`config.mk`:
```
export PLATFORM = sky130hd
export DESIGN_NAME = tcc_timer
export DESIGN_NICKNAME = d
export VERILOG_FILES = /design/src/inc/tcc_pkg.sv /design/src/inc/tcc_pin_if.sv /design/src/hdl/tcc_pin_sync.sv /design/src/hdl/tcc_timer.sv
export VERILOG_INCLUDE_DIRS = /design/src /design/src/inc
export SDC_FILE = /design/constraint.sdc
export NUM_CORES = 1
export LEC_CHECK = 0
export ABC_AREA = 1
export BUFFER_PORTS_ARGS = -buffer_cell sky130_fd_sc_hd__buf_2
export CELL_PAD_IN_SITES_DETAIL_PLACEMENT = 1
export CELL_PAD_IN_SITES_GLOBAL_PLACEMENT = 2
export CORE_MARGIN = 2
export CORE_UTILIZATION = 38
export CTS_CLUSTER_SIZE = 20
export DETAILED_ROUTE_END_ITERATION = 6
export GPL_TIMING_DRIVEN = 1
export MAX_ROUTING_LAYER = met4
export PLACE_DENSITY = 0.95
export SLEW_MARGIN = 15
export SYNTH_ARGS = -nofsm -noshare
export SYNTH_HDL_FRONTEND = slang
export SYNTH_SLANG_ARGS = --single-unit
```
`constraint.sdc`:
```
create_clock -name clock -period 5.92 [get_ports clock]
set_input_delay 1.48 -clock clock [delete_from_list [all_inputs] [get_ports clock]]
set_output_delay 1.48 -clock clock [all_outputs]
set_load 0.005 [all_outputs]
```
`src/inc/tcc_defines.svh`:
```
// Purpose: Offsets, field positions, reset values and counts of the timer
// Assumes: Word-addressed Avalon-MM slave, one byte register per word
// Notes: Offsets are word indices; byte address is four times the index
`ifndef TCC_DEFINES_SVH
`define TCC_DEFINES_SVH

// Register word indices
`define TCC_OFF_CTL2 4'h0
`define TCC_OFF_CTL1 4'h1
`define TCC_OFF_STAT 4'h2
`define TCC_OFF_CNTH 4'h3
`define TCC_OFF_CNTL 4'h4
`define TCC_OFF_CAPH 4'h5
`define TCC_OFF_CMPH 4'h9

// control_reg_one bits
`define TCC_OLVL1 0
`define TCC_OLVL2 1
`define TCC_IEDG1 2
`define TCC_FOLV1 3
`define TCC_FOLV2 4
`define TCC_TOIE 5
`define TCC_COMPARE_IRQ_ENABLE 6
`define TCC_CAPTURE_IRQ_ENABLE 7
`define TCC_CTL1_STORE 8'hE7

// control_reg_two bits
`define TCC_OPM 2
`define TCC_PWM 3
`define TCC_OC1E 4
`define TCC_OC2E 5
`define TCC_IEDG2 6
`define TCC_EXEDG 7

// timer_status_reg bits; channel i flag sits 3*i lower
`define TCC_ICF1 7
`define TCC_OCF1 6
`define TCC_TOF 5

// Values
`define TCC_CNT_RELOAD 16'hFFFC
`define TCC_OPM_CAP 16'hFFFD
`define TCC_CNT_MAX 16'hFFFF
`define TCC_CMP_RST 16'h8000
`define TCC_PIN_LANES 3

`endif

```
`src/inc/tcc_pkg.sv`:
```
// Purpose: Types shared by the timer modules
// Assumes: tcc_defines.svh on the include path
// Notes: None
`include "tcc_defines.svh"

package tcc_pkg;

  typedef enum logic [1:0] {
    TCC_DIV2 = 2'b00,
    TCC_DIV4 = 2'b01,
    TCC_DIV8 = 2'b10,
    TCC_EXT = 2'b11
  } tcc_clk_sel_type;

  typedef struct packed {
    logic [`TCC_PIN_LANES-1:0] s1;
    logic [`TCC_PIN_LANES-1:0] s2;
    logic [`TCC_PIN_LANES-1:0] s3;
    logic [`TCC_PIN_LANES-1:0] lvl;
    logic [`TCC_PIN_LANES-1:0] rise;
    logic [`TCC_PIN_LANES-1:0] fall;
  } tcc_sync_state_type;

  typedef struct packed {
    logic [7:0] ctl1;
    logic [7:0] ctl2;
    logic [7:0] flag;
    logic [7:0] arm;
    logic [15:0] cnt;
    logic [1:0][15:0] cap;
    logic [1:0][15:0] cmp;
    logic [1:0] cap_blk;
    logic [1:0] cmp_inh;
    logic [2:0] div;
    logic [1:0] pin;
    logic [1:0] oe;
    logic irq;
    logic wreq;
    logic [7:0] rdata;
  } tcc_core_state_type;

endpackage

```
`src/inc/tcc_pin_if.sv`:
```
// Purpose: Carries synchronised pin levels and edges to the timer core
// Assumes: Lane 0 capture one, lane 1 capture two, lane 2 external clock
// Notes: All signals are registered one-cycle pulses or levels
`timescale 1ns/1ps
`include "tcc_defines.svh"

interface tcc_pin_if;
  logic [`TCC_PIN_LANES-1:0] level;
  logic [`TCC_PIN_LANES-1:0] rise;
  logic [`TCC_PIN_LANES-1:0] fall;
  modport src (output level, output rise, output fall);
  modport dst (input level, input rise, input fall);
endinterface

```
`src/hdl/tcc_pin_sync.sv`:
```
// Purpose: Three-flop synchroniser and edge detector for the timer pins
// Assumes: Pins are asynchronous to clock
// Notes: A change counts once the second and third stages agree
`timescale 1ns/1ps

module tcc_pin_sync
  import tcc_pkg::*;
#(
  parameter int LANES = `TCC_PIN_LANES
) (
  // Clock and reset
  input wire logic clock,
  input wire logic rst_n,
  // Raw pins
  input wire logic [LANES-1:0] raw,
  // Synchronised result
  tcc_pin_if.src pins
);

  if (LANES != `TCC_PIN_LANES) begin : g_check
    $error("tcc_pin_sync: LANES must match the state struct");
  end

  tcc_sync_state_type s_r;
  tcc_sync_state_type s_nxt;

  ////////////////////////////////////////////////////////////////////////////
  // First stage feeds only the second, so metastability cannot reach edges
  always_comb begin
    s_nxt = s_r;
    s_nxt.s1 = raw;
    s_nxt.s2 = s_r.s1;
    s_nxt.s3 = s_r.s2;
    s_nxt.lvl = (s_r.s2 == s_r.s3) ? s_r.s2 : s_r.lvl; // see RULE28
    s_nxt.rise = ~s_r.lvl & s_nxt.lvl;
    s_nxt.fall = s_r.lvl & ~s_nxt.lvl;
  end

  always_ff @(posedge clock or negedge rst_n) begin
    if (!rst_n) begin
      s_r <= '0;
    end else begin
      s_r <= s_nxt;
    end
  end

  assign pins.level = s_r.lvl;
  assign pins.rise = s_r.rise;
  assign pins.fall = s_r.fall;

endmodule

```
`src/hdl/tcc_timer.sv`:
```
// Purpose: 16-bit timer with two captures, two compares and one-pulse mode
// Assumes: Avalon-MM word addressing, byte-wide registers in bits 7:0
// Notes: One wait state per access; pins pass three synchroniser flops
//
// Contract
// RULE1: Each capture channel copies the counter into its register on an edge.
// RULE2: Edge polarity of each capture comes from its edge-select bit.
// RULE3: Capture sets its flag; irq when capture enable set and cpu mask clear.
// RULE4: Capture flag clears after status read then capture low byte access.
// RULE5: Reading capture high byte blocks capture and flag until low byte read.
// RULE6: Capture register always holds the latest event's counter value.
// RULE7: Capture pins always feed capture logic, whatever their direction.
// RULE8: In one-pulse or PWM mode only capture two captures.
// RULE9: Compare matches counter each tick; sets flag, irq when enabled.
// RULE10: On match with output enable set, pin takes output level.
// RULE11: Compare registers are software only; reset value 8000h.
// RULE12: Compare pin latches are low during reset.
// RULE13: Compare flag clears after status read then compare low access.
// RULE14: High-byte write inhibits compare until low write, which clears flag.
// RULE15: Without output enable, match sets flag and irq but not pin.
// RULE16: Flag and pin take effect while counter equals compare value.
// RULE17: Force bit copies level to pin, no flag; ignored in ONE_PULSE_SELECT or PWM.
// RULE18: One-pulse select in control two; capture one triggers, compare one ends.
// RULE19: ONE_PULSE_SELECT trigger reloads FFFCh, pin one to level two, flag, capture FFFDh.
// RULE20: ONE_PULSE_SELECT match on compare one drives pin one to level one.
// RULE21: In ONE_PULSE_SELECT compare one flag never sets; compare two sets flag only.
// RULE22: PWM wins when PWM and one-pulse bits are both set.
// RULE23: Pulse lasts compare one value plus 5 timer counts; the code ends it after value plus 4 (FFFCh up to the compare value).
// RULE24: Counter resets to FFFCh; counter low write reloads FFFCh.
// RULE25: Counter ticks at clock over 2, 4, 8 or on external clock.
// RULE26: Rollover FFFFh to 0000h sets the overflow flag.
// RULE27: All timer events share one irq, each gated by its enable.
// RULE28: Capture pins are synchronised and edge detected before use.
//
// Chosen here: the register offsets and register access over Avalon-MM.
`timescale 1ns/1ps

module tcc_timer
  import tcc_pkg::*;
(
  // Clock and reset
  input wire logic clock,
  input wire logic rst_n,
  // Avalon-MM slave
  input wire logic [3:0] avs_address,
  input wire logic avs_read,
  input wire logic avs_write,
  input wire logic [31:0] avs_writedata,
  output logic [31:0] avs_readdata,
  output logic avs_waitrequest,
  // Timer pins
  input wire logic capture_pin_one,
  input wire logic capture_pin_two,
  input wire logic ext_clock_pin,
  output logic [1:0] compare_output_pin,
  output logic [1:0] compare_output_oe,
  // Cpu interrupt
  input wire logic cpu_irq_mask,
  output logic timer_irq
);

  localparam tcc_core_state_type CORE_RST = '{
    cnt: `TCC_CNT_RELOAD,
    cmp: {`TCC_CMP_RST, `TCC_CMP_RST},
    wreq: 1'b1,
    default: '0
  };

  tcc_core_state_type s_r;
  tcc_core_state_type s_nxt;
  tcc_pin_if pins();

  logic pwm;
  logic one_pulse_select;
  logic tick;
  logic ext_evt;
  logic acc;
  logic rd;
  logic wr;
  logic [7:0] wd;
  logic [2:0] pmask;
  logic [15:0] inc;
  logic [1:0] iedg;
  logic [1:0] oce;
  logic [1:0] olvl;
  logic [1:0] cev;
  logic [1:0] match;
  tcc_clk_sel_type csel;

  ////////////////////////////////////////////////////////////////////////////
  // Pins; capture inputs are never gated by pin direction
  tcc_pin_sync #(
    .LANES(`TCC_PIN_LANES)
  ) tcc_pin_sync_inst (
    .clock(clock),
    .rst_n(rst_n),
    .raw({ext_clock_pin, capture_pin_two, capture_pin_one}), // see RULE7
    .pins(pins.src)
  );

  ////////////////////////////////////////////////////////////////////////////
  // Decode of modes, clock and events
  assign pwm = s_r.ctl2[`TCC_PWM];
  assign one_pulse_select = s_r.ctl2[`TCC_OPM] & ~pwm; // see RULE22 RULE18
  assign csel = tcc_clk_sel_type'(s_r.ctl2[1:0]);
  assign pmask = (csel == TCC_DIV2) ? 3'h1 : (csel == TCC_DIV4) ? 3'h3 : 3'h7;
  assign ext_evt = s_r.ctl2[`TCC_EXEDG] ? pins.rise[2] : pins.fall[2];
  // Tick every 2, 4 or 8 clocks, or per external edge; see RULE25 RULE23
  assign tick = (csel == TCC_EXT) ? ext_evt : ((s_r.div & pmask) == pmask);
  assign inc = s_r.cnt + 16'h0001;
  assign iedg = {s_r.ctl2[`TCC_IEDG2], s_r.ctl1[`TCC_IEDG1]};
  assign oce = {s_r.ctl2[`TCC_OC2E], s_r.ctl2[`TCC_OC1E]};
  assign olvl = {s_r.ctl1[`TCC_OLVL2], s_r.ctl1[`TCC_OLVL1]};

  for (genvar i = 0; i < 2; i++) begin : g_chan
    assign cev[i] = iedg[i] ? pins.rise[i] : pins.fall[i]; // see RULE2
    // Compare against the value being loaded, so flag and pin change with
    // the counter and stand during the equal state; see RULE9 RULE16
    assign match[i] = tick & ~s_r.cmp_inh[i] & (inc == s_r.cmp[i]);
  end

  assign acc = (avs_read | avs_write) & s_r.wreq;
  assign rd = acc & avs_read;
  assign wr = acc & avs_write;
  assign wd = avs_writedata[7:0];

  ////////////////////////////////////////////////////////////////////////////
  // Next state
  always_comb begin
    logic [7:0] fset;
    logic [7:0] fclr;
    fset = 8'h00;
    fclr = 8'h00;
    s_nxt = s_r;
    s_nxt.div = s_r.div + 3'h1;
    // One wait state: the access acts on the first edge of the request
    s_nxt.wreq = (avs_read | avs_write) ? ~s_r.wreq : 1'b1;
    s_nxt.oe = {oce[1] & ~(one_pulse_select | pwm), oce[0]};
    if (tick) begin
      s_nxt.cnt = inc;
      if (s_r.cnt == `TCC_CNT_MAX) begin
        fset[`TCC_TOF] = 1'b1; // see RULE26
      end
    end
    for (int i = 0; i < 2; i++) begin
      if (match[i] && !pwm && !(one_pulse_select && i == 0)) begin
        fset[`TCC_OCF1 - 3 * i] = 1'b1; // see RULE9 RULE15 RULE21
      end
      if (match[i] && !pwm && !one_pulse_select && oce[i]) begin
        s_nxt.pin[i] = olvl[i]; // see RULE10 RULE15
      end
      if (cev[i] && !s_r.cap_blk[i] && !(i == 0 && (one_pulse_select || pwm))) begin
        s_nxt.cap[i] = s_r.cnt; // see RULE1 RULE6 RULE8
        fset[`TCC_ICF1 - 3 * i] = 1'b1; // see RULE3 RULE5
      end
    end
    if (one_pulse_select) begin
      if (match[0]) begin
        s_nxt.pin[0] = olvl[0]; // see RULE20
      end
      if (cev[0]) begin
        s_nxt.cnt = `TCC_CNT_RELOAD; // see RULE19
        s_nxt.pin[0] = olvl[1];
        fset[`TCC_ICF1] = 1'b1;
        s_nxt.cap[0] = `TCC_OPM_CAP;
      end
    end
    if (pwm) begin
      if (match[0]) begin
        s_nxt.pin[0] = olvl[0];
      end
      if (match[1]) begin
        s_nxt.pin[0] = olvl[1];
        s_nxt.cnt = `TCC_CNT_RELOAD;
        fset[`TCC_ICF1] = 1'b1;
      end
    end
    if (acc) begin
      s_nxt.rdata = 8'h00;
      case (avs_address)
        `TCC_OFF_CTL2: begin
          s_nxt.rdata = s_r.ctl2;
          if (wr) begin
            s_nxt.ctl2 = wd;
          end
        end
        `TCC_OFF_CTL1: begin
          s_nxt.rdata = s_r.ctl1;
          if (wr) begin
            s_nxt.ctl1 = wd & `TCC_CTL1_STORE;
            for (int i = 0; i < 2; i++) begin
              if (wd[`TCC_FOLV1 + i] && !one_pulse_select && !pwm) begin
                s_nxt.pin[i] = wd[`TCC_OLVL1 + i]; // see RULE17
              end
            end
          end
        end
        `TCC_OFF_STAT: begin
          s_nxt.rdata = s_r.flag;
          if (rd) begin
            s_nxt.arm = s_r.flag; // see RULE4 RULE13
          end
        end
        `TCC_OFF_CNTH: begin
          s_nxt.rdata = s_r.cnt[15:8];
        end
        `TCC_OFF_CNTL: begin
          s_nxt.rdata = s_r.cnt[7:0];
          fclr[`TCC_TOF] = s_r.arm[`TCC_TOF];
          if (wr) begin
            s_nxt.cnt = `TCC_CNT_RELOAD; // see RULE24
          end
        end
        default: begin
        end
      endcase
      for (int i = 0; i < 2; i++) begin
        if (avs_address == 4'(`TCC_OFF_CAPH + 2 * i)) begin
          s_nxt.rdata = s_r.cap[i][15:8];
          if (rd) begin
            s_nxt.cap_blk[i] = 1'b1; // see RULE5
          end
        end
        if (avs_address == 4'(`TCC_OFF_CAPH + 2 * i + 1)) begin
          s_nxt.rdata = s_r.cap[i][7:0];
          fclr[`TCC_ICF1 - 3 * i] = s_r.arm[`TCC_ICF1 - 3 * i]; // see RULE4
          if (rd) begin
            s_nxt.cap_blk[i] = 1'b0;
          end
        end
        if (avs_address == 4'(`TCC_OFF_CMPH + 2 * i)) begin
          s_nxt.rdata = s_r.cmp[i][15:8];
          if (wr) begin
            s_nxt.cmp[i][15:8] = wd; // see RULE11
            s_nxt.cmp_inh[i] = 1'b1; // see RULE14
          end
        end
        if (avs_address == 4'(`TCC_OFF_CMPH + 2 * i + 1)) begin
          s_nxt.rdata = s_r.cmp[i][7:0];
          fclr[`TCC_OCF1 - 3 * i] = s_r.arm[`TCC_OCF1 - 3 * i]; // see RULE13
          if (wr) begin
            s_nxt.cmp[i][7:0] = wd;
            s_nxt.cmp_inh[i] = 1'b0; // see RULE14
            fclr[`TCC_OCF1 - 3 * i] = 1'b1;
          end
        end
      end
    end
    // A hardware set in the clearing cycle wins over the clear
    s_nxt.flag = (s_r.flag & ~fclr) | fset;
    s_nxt.arm = s_nxt.arm & ~fclr;
    // Pending flags raise the shared request once both gates allow; see RULE27
    s_nxt.irq = ~cpu_irq_mask & (
      (s_r.ctl1[`TCC_CAPTURE_IRQ_ENABLE] & (s_r.flag[`TCC_ICF1] | s_r.flag[`TCC_ICF1 - 3])) |
      (s_r.ctl1[`TCC_COMPARE_IRQ_ENABLE] & (s_r.flag[`TCC_OCF1] | s_r.flag[`TCC_OCF1 - 3])) |
      (s_r.ctl1[`TCC_TOIE] & s_r.flag[`TCC_TOF])); // see RULE3
  end

  // Pin latches and compare values take constants in reset; see RULE12 RULE11
  always_ff @(posedge clock or negedge rst_n) begin
    if (!rst_n) begin
      s_r <= CORE_RST;
    end else begin
      s_r <= s_nxt;
    end
  end

  assign avs_readdata = {24'h000000, s_r.rdata};
  assign avs_waitrequest = s_r.wreq;
  assign compare_output_pin = s_r.pin;
  assign compare_output_oe = s_r.oe;
  assign timer_irq = s_r.irq;
endmodule

```
Yosys cells after proc, flatten, opt, wreduce, memory -nomap -nowiden:

Cells that the tools add are included.

* register bits: 149
* input port bits: 44
* output and inout bits: 38
* word-level logic and storage cells: 184

* add/subtract/negate cells: 2
* equality and inequality tests: 19
* muxes and demuxes: 77
* bitwise gates (word level): 34
* reduce and logical (&&, ||, !) cells: 27

Operator list (count)
* $mux W16: 10
* $mux W8: 10
* $mux W1: 48
* $pmux W8 S5: 1
* $eq A16 B16 Y1: 2
* $mux W24: 1
* $eq A4 B4 Y1 const B: 5
* $reduce_and A3 Y1: 6
* $add A16 B1 Y16 const B: 1
* $and A8 B8 Y8: 2
* $eq A16 B16 Y1 const B: 1
* $eq A4 B3 Y1 const B: 4
* $and A1 B1 Y1: 13
* $logic_and A1 B1 Y1: 13
* $and A3 B3 Y3: 3
* $mux W3: 3
* $eq A4 B2 Y1 const B: 2
* $not A8 Y8: 1
* $or A8 B8 Y8: 1
* $eq A3 B3 Y1: 2
* $mux W2: 3
* $not A1 Y1: 6
* $not A3 Y3: 2
* $or A1 B1 Y1: 6
* 9 further kinds: 13

Longest topological paths before layout:

Gate-level depths: netlist of run 1.

* depth in word-level cells: 22
* gate-level depth with buffers: 22
* depth with buffers taken out: 22

Cells and area by module:

Synthesis of run 1 repeated with hierarchy kept, for this count alone.

* cell total of the unflattened synthesis: 946
* area, all modules: 7757.4 um^2

By module, submodules not included
* tcc_timer: instances 1, cells an instance 883, area each 7044.3 um^2, sequential area each 3149.3 um^2
* tcc_pin_sync: instances 1, cells an instance 63, area each 713.2 um^2, sequential area each 450.4 um^2

Worst setup path after synthesis of run 1:

No wires, ideal clock.

* path kind: input to register
* start: input port avs_address[0]
* end: register s_r[38] in the netlist's numbering
* setup time: 126 ps
* data arrival time: 2920 ps
* data required time: 5794 ps
* setup slack: 2873 ps
* cell stages on the path: 7
* path buffers: 1
* cell sequence: nor2_1 inv_1 nor3_1 clkinv_1 nor2_1 buf_2 o21ai_0

* longest elaborated chain between the ends: 2

RTL lines
* start: declaration: line tcc_timer.sv:45 `input wire logic [3:0] avs_address,`
* $eq A4 B4 Y1: line tcc_timer.sv:238 `` if (avs_address == 4'(`TCC_OFF_CMPH + 2 * i + 1)) begin ``
* $reduce_and A3 Y1 (no source line)
* end signal: assignment: line tcc_timer.sv:264 `s_r <= s_nxt;`
* end: declaration: line tcc_timer.sv:69 `tcc_core_state_type s_r;`

No other way between the ends.
A chain may end at the register's enable or synchronous reset.

Worst setup path after layout of run 1:

* start: input port avs_address[0]
* end: register s_r[42] in the netlist's numbering

The elaborated chain is that of the path after synthesis.

==> run summary, run 1 <==
Launching point of the worst reg2reg path - s_r[124]
Delay-heaviest family, CP - simple AND/OR/NAND/NOR gates
Area after DPL - 0.00796 mm2
Distinct cells, synth - 49
Hold worst-path end - tcc_pin_sync_inst.s_nxt[11]
Hold Path Stages - 0
Routed met3 length - 2.13 mm
Syn Area/Cell - 8.11 um2
Total number of vias - 6,901
R2R setup slack - 2640 ps
Initial antenna violation count - 0
Final core utilization - 0.435
Port bufs - 33
Required @ worst endpoint - 6240 ps
Clock Path Buffers - 2
Max-slew violations - 0
Iter 0 DRT Violations - 543
CTS tree - built
Finished Layout Cells - 1,251
Post-synthesis sequential area ratio - 0.469
DR vias/cell - 5.52
Status - finished clean
Routed Antenna Nets - 0
Die area - 0.0214 mm2
Most frequent cell after synthesis - nand2_1
Clock share of power - 0.256
R2R depth - 14
Global-route wire length before repair - 41.9 mm
Peak VDD IR - 0.185 mV
Worst setup SP type - input port
Critical path data arrival time - 3860 ps
EDFF count, synth - 0
Fraction of layout cells with a size suffix above 1 - 0.145
Sw Share - 0.434
Wirelength per Cell - 21.7 um
Reg2reg end - s_r[86]
Critical-path maximum fanout - 14
NetSw - 1.87 mW
Tightest Pin Transition - 1090 ps
CP peak stage delay - 760 ps
Root Buffer - clkbuf_16
Initial cell density of the core - 0.391
Yosys top cell area share - 0.411
Layout area overhead - 11.5%
Slowest CP cell - nor2_1
Core area - 0.0197 mm2
Leak - 4.12 nW
Design area - 0.00856 mm2
Period minus WS final - 3540 ps
Top cells by count, synth - 223 x nand2_1, 126 x dfrtp_1, 118 x inv_1
Met1 WL - 11.4 mm
Die width - 146 um
Synth area leaders - dfrtp_1 41%, nand2_1 11%, dfstp_2 5.8%
Syn Std Cell Area - 0.00768 mm2
Async S/R FF share, synth - 1.00
Relative slew slack - 0.268
Largest net degree at the start of global routing - 110
Ys Warns - 0
CP Cell Sequence - buf_2 -> nor2_1 -> inv_1 -> nor3_1 -> buf_4 -> clkinv_1 -> nor2_1 -> inv_1 -> nand2_1 -> o21ai_0
H-Tree Depth - 4
# diodes - 0
Vias in the first global route - 7,194
Hold Startpoint - tcc_pin_sync_inst.s_nxt[14]
CP Depth - 10
Critical Path End Type - flip-flop
DRC viols - 0
Aggregate negative setup slack - 0 ps
#FFs+latches synth - 143
Hold Buf Count CTS - 0
Combinational power share - 0.352
I/O pin cnt - 82
Post-Synthesis Cells - 947
Total Wirelength - 27.1 mm
Sequential share of power - 0.391
Uppermost routed layer - met4
Fin. Hold Viols - 0
RSZ-0062 raised after global routing - false
CP bufs+invs - 5
Fin nets - 1,019
CTS sink cnt - 143
Die extent in y - 146 um
F_max - 282 MHz
Met2 routed WL - 12.5 mm
Post-CTS Setup Repair Bufs - 0
Most used DFF post-synth - dfrtp_1
Post-CTS Resized - 0
Clock Latency Late Sink - 440 ps
Grt total ovfl - 0
Clk slew on worst S/H paths - 70 ps
Hold Crit Class - reg2reg
DP HPWL - 19.8 mm
PwrDens - 504 mW/mm2
Type of the worst setup path - in2reg
Clock buffer count from CTS - 17
GR Util All Layers - 0.269
Clk_skew - 8.91 ps
Pwr Total - 4.31 mW
Gpl congestion - 0.919
Rows - 51
Placed cell count - 1,219
Yosys top cell by area - dfrtp_1
# setup viols final - 0
Pint - 2.44 mW
Final worst-path cycle share - 0.599
Max-Cap Viols - 0
First-pass detailed-route iteration total - 5
sequential cells by signal (all words and copies together) (netlist names), named ones only:
name and flops:
oce 2, tcc_pin_sync_inst.s_nxt 6, tcc_pin_sync_inst.s_r 3, avs_readdata 8
avs_waitrequest 1, pwm 1, iedg 2, tcc_pin_sync_inst.pins.level 3
compare_output_pin 2, tcc_pin_sync_inst.pins.rise 3, compare_output_oe 2, s_r 100
timer_irq 1, csel 2, tcc_pin_sync_inst.pins.fall 3, olvl 2
layout make-up:
class	instances	area, um2
fill	2443	11100
inverter	129	484
tap	265	332
sequential	143	3600
clock inverter	15	168
timing repair buffer	39	216
clock buffer	17	425
multi-input combinational	643	3330
worst reg2reg max path, cell delays in order, from the launching register on:
cell	delay [ps]
dfrtp_1	400
inv_1	210
nand2_1	100
nand3_1	110
a21boi_1	210
buf_4	300
inv_2	290
nor4_1	380
nand2_1	160
nor4_1	190
nand2_1	220
inv_2	150
nand2_4	210
o211ai_1	190
a21oi_1	60
cells by family (layout without fill, tap and decap cells):
group,count (synthesis),after routing,synth area share
XOR/XNOR,16,16,0.0183
multiplexers,1,1,0.00130
other,1,24,0.000488
buffers and inverters,184,200,0.109
AND/OR/NAND/NOR,393,393,0.232
adder cells (fa/ha/maj),2,2,0.00326
flip-flops,143,143,0.469
AO/OA/AOI/OAI,207,207,0.167
placed cells by master, fill, tap and decap left out, drive strengths merged, types with 20 or more instances in the layout:
cell type / n
a21oi: 36
buf: 39
conb: 24
dfrtp: 126
inv: 136
nand2: 243
nand3: 47
nand4: 20
nor2: 65
o211ai: 30
o21ai: 91
power groups by stage:
| stage | combinational [mW] | sequential [mW] | clock [mW] |
|---|---|---|---|
| CTS | 1.51 | 1.67 | 1.12 |
| detailed placement | 1.49 | 1.68 | 0 |
| finish | 1.52 | 1.69 | 1.10 |
| global route | 1.69 | 1.72 | 1.16 |
| global placement | 1.43 | 1.66 | 0 |
| floorplan | 1.12 | 1.54 | 0 |
stage by stage:
stage	setup WS [ps]	hold slack, ps
floorplan	2870	331
global placement	2190	332
detailed placement	2020	336
CTS	2420	353
global route	2200	362
finish	2380	352
routing by layer:
metal | GRT usage | vias up
met3 | 0.0794 | 73
met4 | 0.107 | 0
met1 | 0.330 | 3446
met5 | - | -
li1 | - | 3129
met2 | 0.417 | 253
worst max-delay path by stage:
stage	start	end	slack (ps)
global route	avs_address[0]	s_r[44]	2200
CTS	avs_address[0]	s_r[42]	2420
finish	avs_address[0]	s_r[42]	2380
global placement	avs_address[0]	s_r[44]	2190
floorplan	avs_address[0]	s_r[38]	2870
detailed placement	avs_address[0]	s_r[44]	2020
Power figures use the tool's default switching activity.
==> run 2: changes to the inputs <==
--- a/config.mk
+++ b/config.mk
@@ -11,12 +11,12 @@
 export CELL_PAD_IN_SITES_DETAIL_PLACEMENT = 1
 export CELL_PAD_IN_SITES_GLOBAL_PLACEMENT = 2
 export CORE_MARGIN = 2
-export CORE_UTILIZATION = 38
+export CORE_UTILIZATION = 35
 export CTS_CLUSTER_SIZE = 20
 export DETAILED_ROUTE_END_ITERATION = 6
 export GPL_TIMING_DRIVEN = 1
 export MAX_ROUTING_LAYER = met4
-export PLACE_DENSITY = 0.95
+export PLACE_DENSITY = 0.89
 export SLEW_MARGIN = 15
 export SYNTH_ARGS = -nofsm -noshare
 export SYNTH_HDL_FRONTEND = slang
==> constraint.sdc (replaced) <==
create_clock -name clock -period 3.5 [get_ports clock]
set_input_delay 0.875 -clock clock [delete_from_list [all_inputs] [get_ports clock]]
set_output_delay 0.875 -clock clock [all_outputs]
set_load 0.005 [all_outputs]
==> run 2 against run 1 <==
Against the previous run: combinational power up 71%; wire length is 1.9% lower; critical path depth grew 4; largest cell class unchanged; clock skew rose by 1.4 ps; sequential power is 68% higher; global-route usage is 2.6 points lower; register-to-register slack got worse by 2100 ps; sequential cell count is the same; cell count increased by 2.2%.
==> run summary, run 2 (synthesis gave the netlist of run 1 again) <==
Iter 0 DRT Violations - 543 (unchanged)
Fraction of layout cells with a size suffix above 1 - 0.155 (was 0.145)
RSZ-0062 raised after global routing - false (unchanged)
Die area - 0.0231 mm2 (was 0.0214 mm2)
Max-Cap Viols - 0 (unchanged)
Post-CTS Setup Repair Bufs - 0 (unchanged)
DP HPWL - 20.3 mm (was 19.8 mm)
Layout area overhead - 12.7% (was 11.5%)
Initial cell density of the core - 0.354 (was 0.391)
Design area - 0.00865 mm2 (was 0.00856 mm2)
Hold Buf Count CTS - 0 (unchanged)
Total Wirelength - 26.6 mm (was 27.1 mm)
Total number of vias - 6,795 (was 6,901)
Vias in the first global route - 7,006 (was 7,194)
Leak - 4.17 nW (was 4.12 nW)
Die extent in y - 152 um (was 146 um)
GR Util All Layers - 0.242 (was 0.269)
Most frequent cells in the layout - 223 x nand2_1, 126 x dfrtp_1, 118 x inv_1, 87 x o21ai_0, 53 x nor2_1 (unchanged)
Tightest Pin Transition - 685 ps (was 1090 ps)
Filler cells - 2,662 (was 2,443)
Initial antenna violation count - 0 (unchanged)
Worst setup SP type - flip-flop (was input port)
Clock Latency Late Sink - 440 ps (about the same)
I/O pin cnt - 82 (unchanged)
Clock buffer count from CTS - 17 (unchanged)
Die width - 152 um (was 146 um)
Clock Path Buffers - 2 (unchanged)
Type of the worst setup path - reg2reg (was in2reg)
PwrDens - 837 mW/mm2 (was 504 mW/mm2)
Core area - 0.0217 mm2 (was 0.0197 mm2)
Global-route wire length before repair - 41.4 mm (was 41.9 mm)
Rows - 54 (was 51)
Gpl congestion - 0.941 (was 0.919)
Final worst-path cycle share - 0.843
DR vias/cell - 5.32 (was 5.52)
Combinational power share - 0.359 (was 0.352)
Final core utilization - 0.399 (was 0.435)
NetSw - 3.16 mW (was 1.87 mW)
CP peak stage delay - 460 ps (was 760 ps)
Wirelength per Cell - 20.8 um (was 21.7 um)
Sequential share of power - 0.392 (was 0.391)
Slowest CP cell - dfrtp_1 (was nor2_1)
Fin nets - 1,031 (was 1,019)
First-pass detailed-route iteration total - 4 (was 5)
Aggregate negative setup slack - 0 ps (unchanged)
Required @ worst endpoint - 3820 ps (was 6240 ps)
CTS tree - built (unchanged)
Critical Path End Type - flip-flop (unchanged)
DRC viols - 0 (unchanged)
CP Cell Sequence - ha_1 -> nand2_2 -> nor2_4 -> nand3_1 -> nand2_1 -> nand2_2 -> xor2_1 -> nand4_1 -> nor4_1 -> nand2_1 -> inv_2 -> nand2_4 -> o211ai_1 -> a21oi_1 (was buf_2 -> nor2_1 -> inv_1 -> nor3_1 -> buf_4 -> clkinv_1 -> nor2_1 -> inv_1 -> nand2_1 -> o21ai_0)
Finished Layout Cells - 1,278 (was 1,251)
Sw Share - 0.436 (was 0.434)
Placed cell count - 1,246 (was 1,219)
Largest net degree at the start of global routing - 68 (was 110)
Critical path data arrival time - 3270 ps (was 3860 ps)
Port bufs - 33 (unchanged)
Hold Crit Class - reg2reg (unchanged)
# diodes - 0 (unchanged)
F_max - 339 MHz
CTS sink cnt - 143 (unchanged)
Post-CTS Resized - 0 (unchanged)
Pint - 4.08 mW (was 2.44 mW)
Clock share of power - 0.249 (was 0.256)
Top reg by flops - s_r (unchanged)
Relative slew slack - 0.543 (was 0.268)
Max-slew violations - 0 (unchanged)
Clk slew on worst S/H paths - 70 ps (about the same)
Max FFs per register - 100 (unchanged)
Status - finished clean (unchanged)
Clk_skew - 10.3 ps (was 8.91 ps)
H-Tree Depth - 4 (unchanged)
Peak VDD IR - 0.342 mV (was 0.185 mV)
Routed Antenna Nets - 0 (unchanged)
Grt total ovfl - 0 (unchanged)
Commonest non-fill, non-tap cell in the layout - nand2_1 (unchanged)
Area after DPL - 0.00809 mm2 (was 0.00796 mm2)
Root Buffer - clkbuf_16 (unchanged)
Critical-path maximum fanout - 17 (was 14)
# setup viols final - 0 (unchanged)
Period minus WS final - 2950 ps
Fin. Hold Viols - 0 (unchanged)
run 2: power by group through the flow:
stage / registers, mW / clock network (mW) / logic [mW]
CTS: 2.82 / 1.83 / 2.60
global placement: 2.82 / 0 / 2.48
floorplan: 2.61 / 0 / 1.89
finish: 2.84 / 1.80 / 2.60
global route: 2.90 / 1.90 / 2.89
detailed placement: 2.85 / 0 / 2.58
run 2: metrics by stage:
step / hold slack (ps) / worst slack, ps / power [mW]
after floorplan: 331 / 1060 / 4.50
after detailed placement: 336 / 570 / 5.42
after global placement: 334 / 579 / 5.30
after CTS: 353 / 558 / 7.25
after global routing: 359 / 360 / 7.69
final: 350 / 548 / 7.24
run 2: metal layers:
layer  GRT usage  share of wire  up-vias
met4      0.0823          0.028        0
met2       0.366           0.46      202
li1            -              -     3163
met5           -              0        -
met3      0.0439          0.063       44
met1       0.330           0.45     3386
run 2: worst max-delay path: cells and delay by family, from the launching register on:
family	cells	cell delay, ps
AOI/OAI and AO/OA	2	230
and+or+nand+nor	9	1560
adders and majority gates	1	240
DFF	1	460
xor gates and xnor gates	1	140
buffers and inverters	1	160
run 2: path summary, 6_finish.rpt:
check | startpoint | to | slack [ps] | depth (start not counted)
worst min-delay path | tcc_pin_sync_inst.s_nxt[13] | tcc_pin_sync_inst.s_nxt[10] | 350 | 0
worst max-delay path | s_r[86] | s_r[86] | 550 | 14
worst max register to register | s_r[86] | s_r[86] | 550 | 14
worst min register to register | tcc_pin_sync_inst.s_nxt[13] | tcc_pin_sync_inst.s_nxt[10] | 350 | 0
min in group asynchronous | rst_n | s_r[80] | 460 | 1
max in group asynchronous | rst_n | s_r[36] | 2220 | 2
run 2: cell type report:
cell class	instances	area, um2	area share
multi-input cells	643	3330	0.385
clock buffers	17	425	0.0492
clock inverters	15	143	0.0165
repair buffers	51	319	0.0369
flip-flops and latches	143	3600	0.416
well taps	280	350	0.0405
inverters	129	484	0.0560
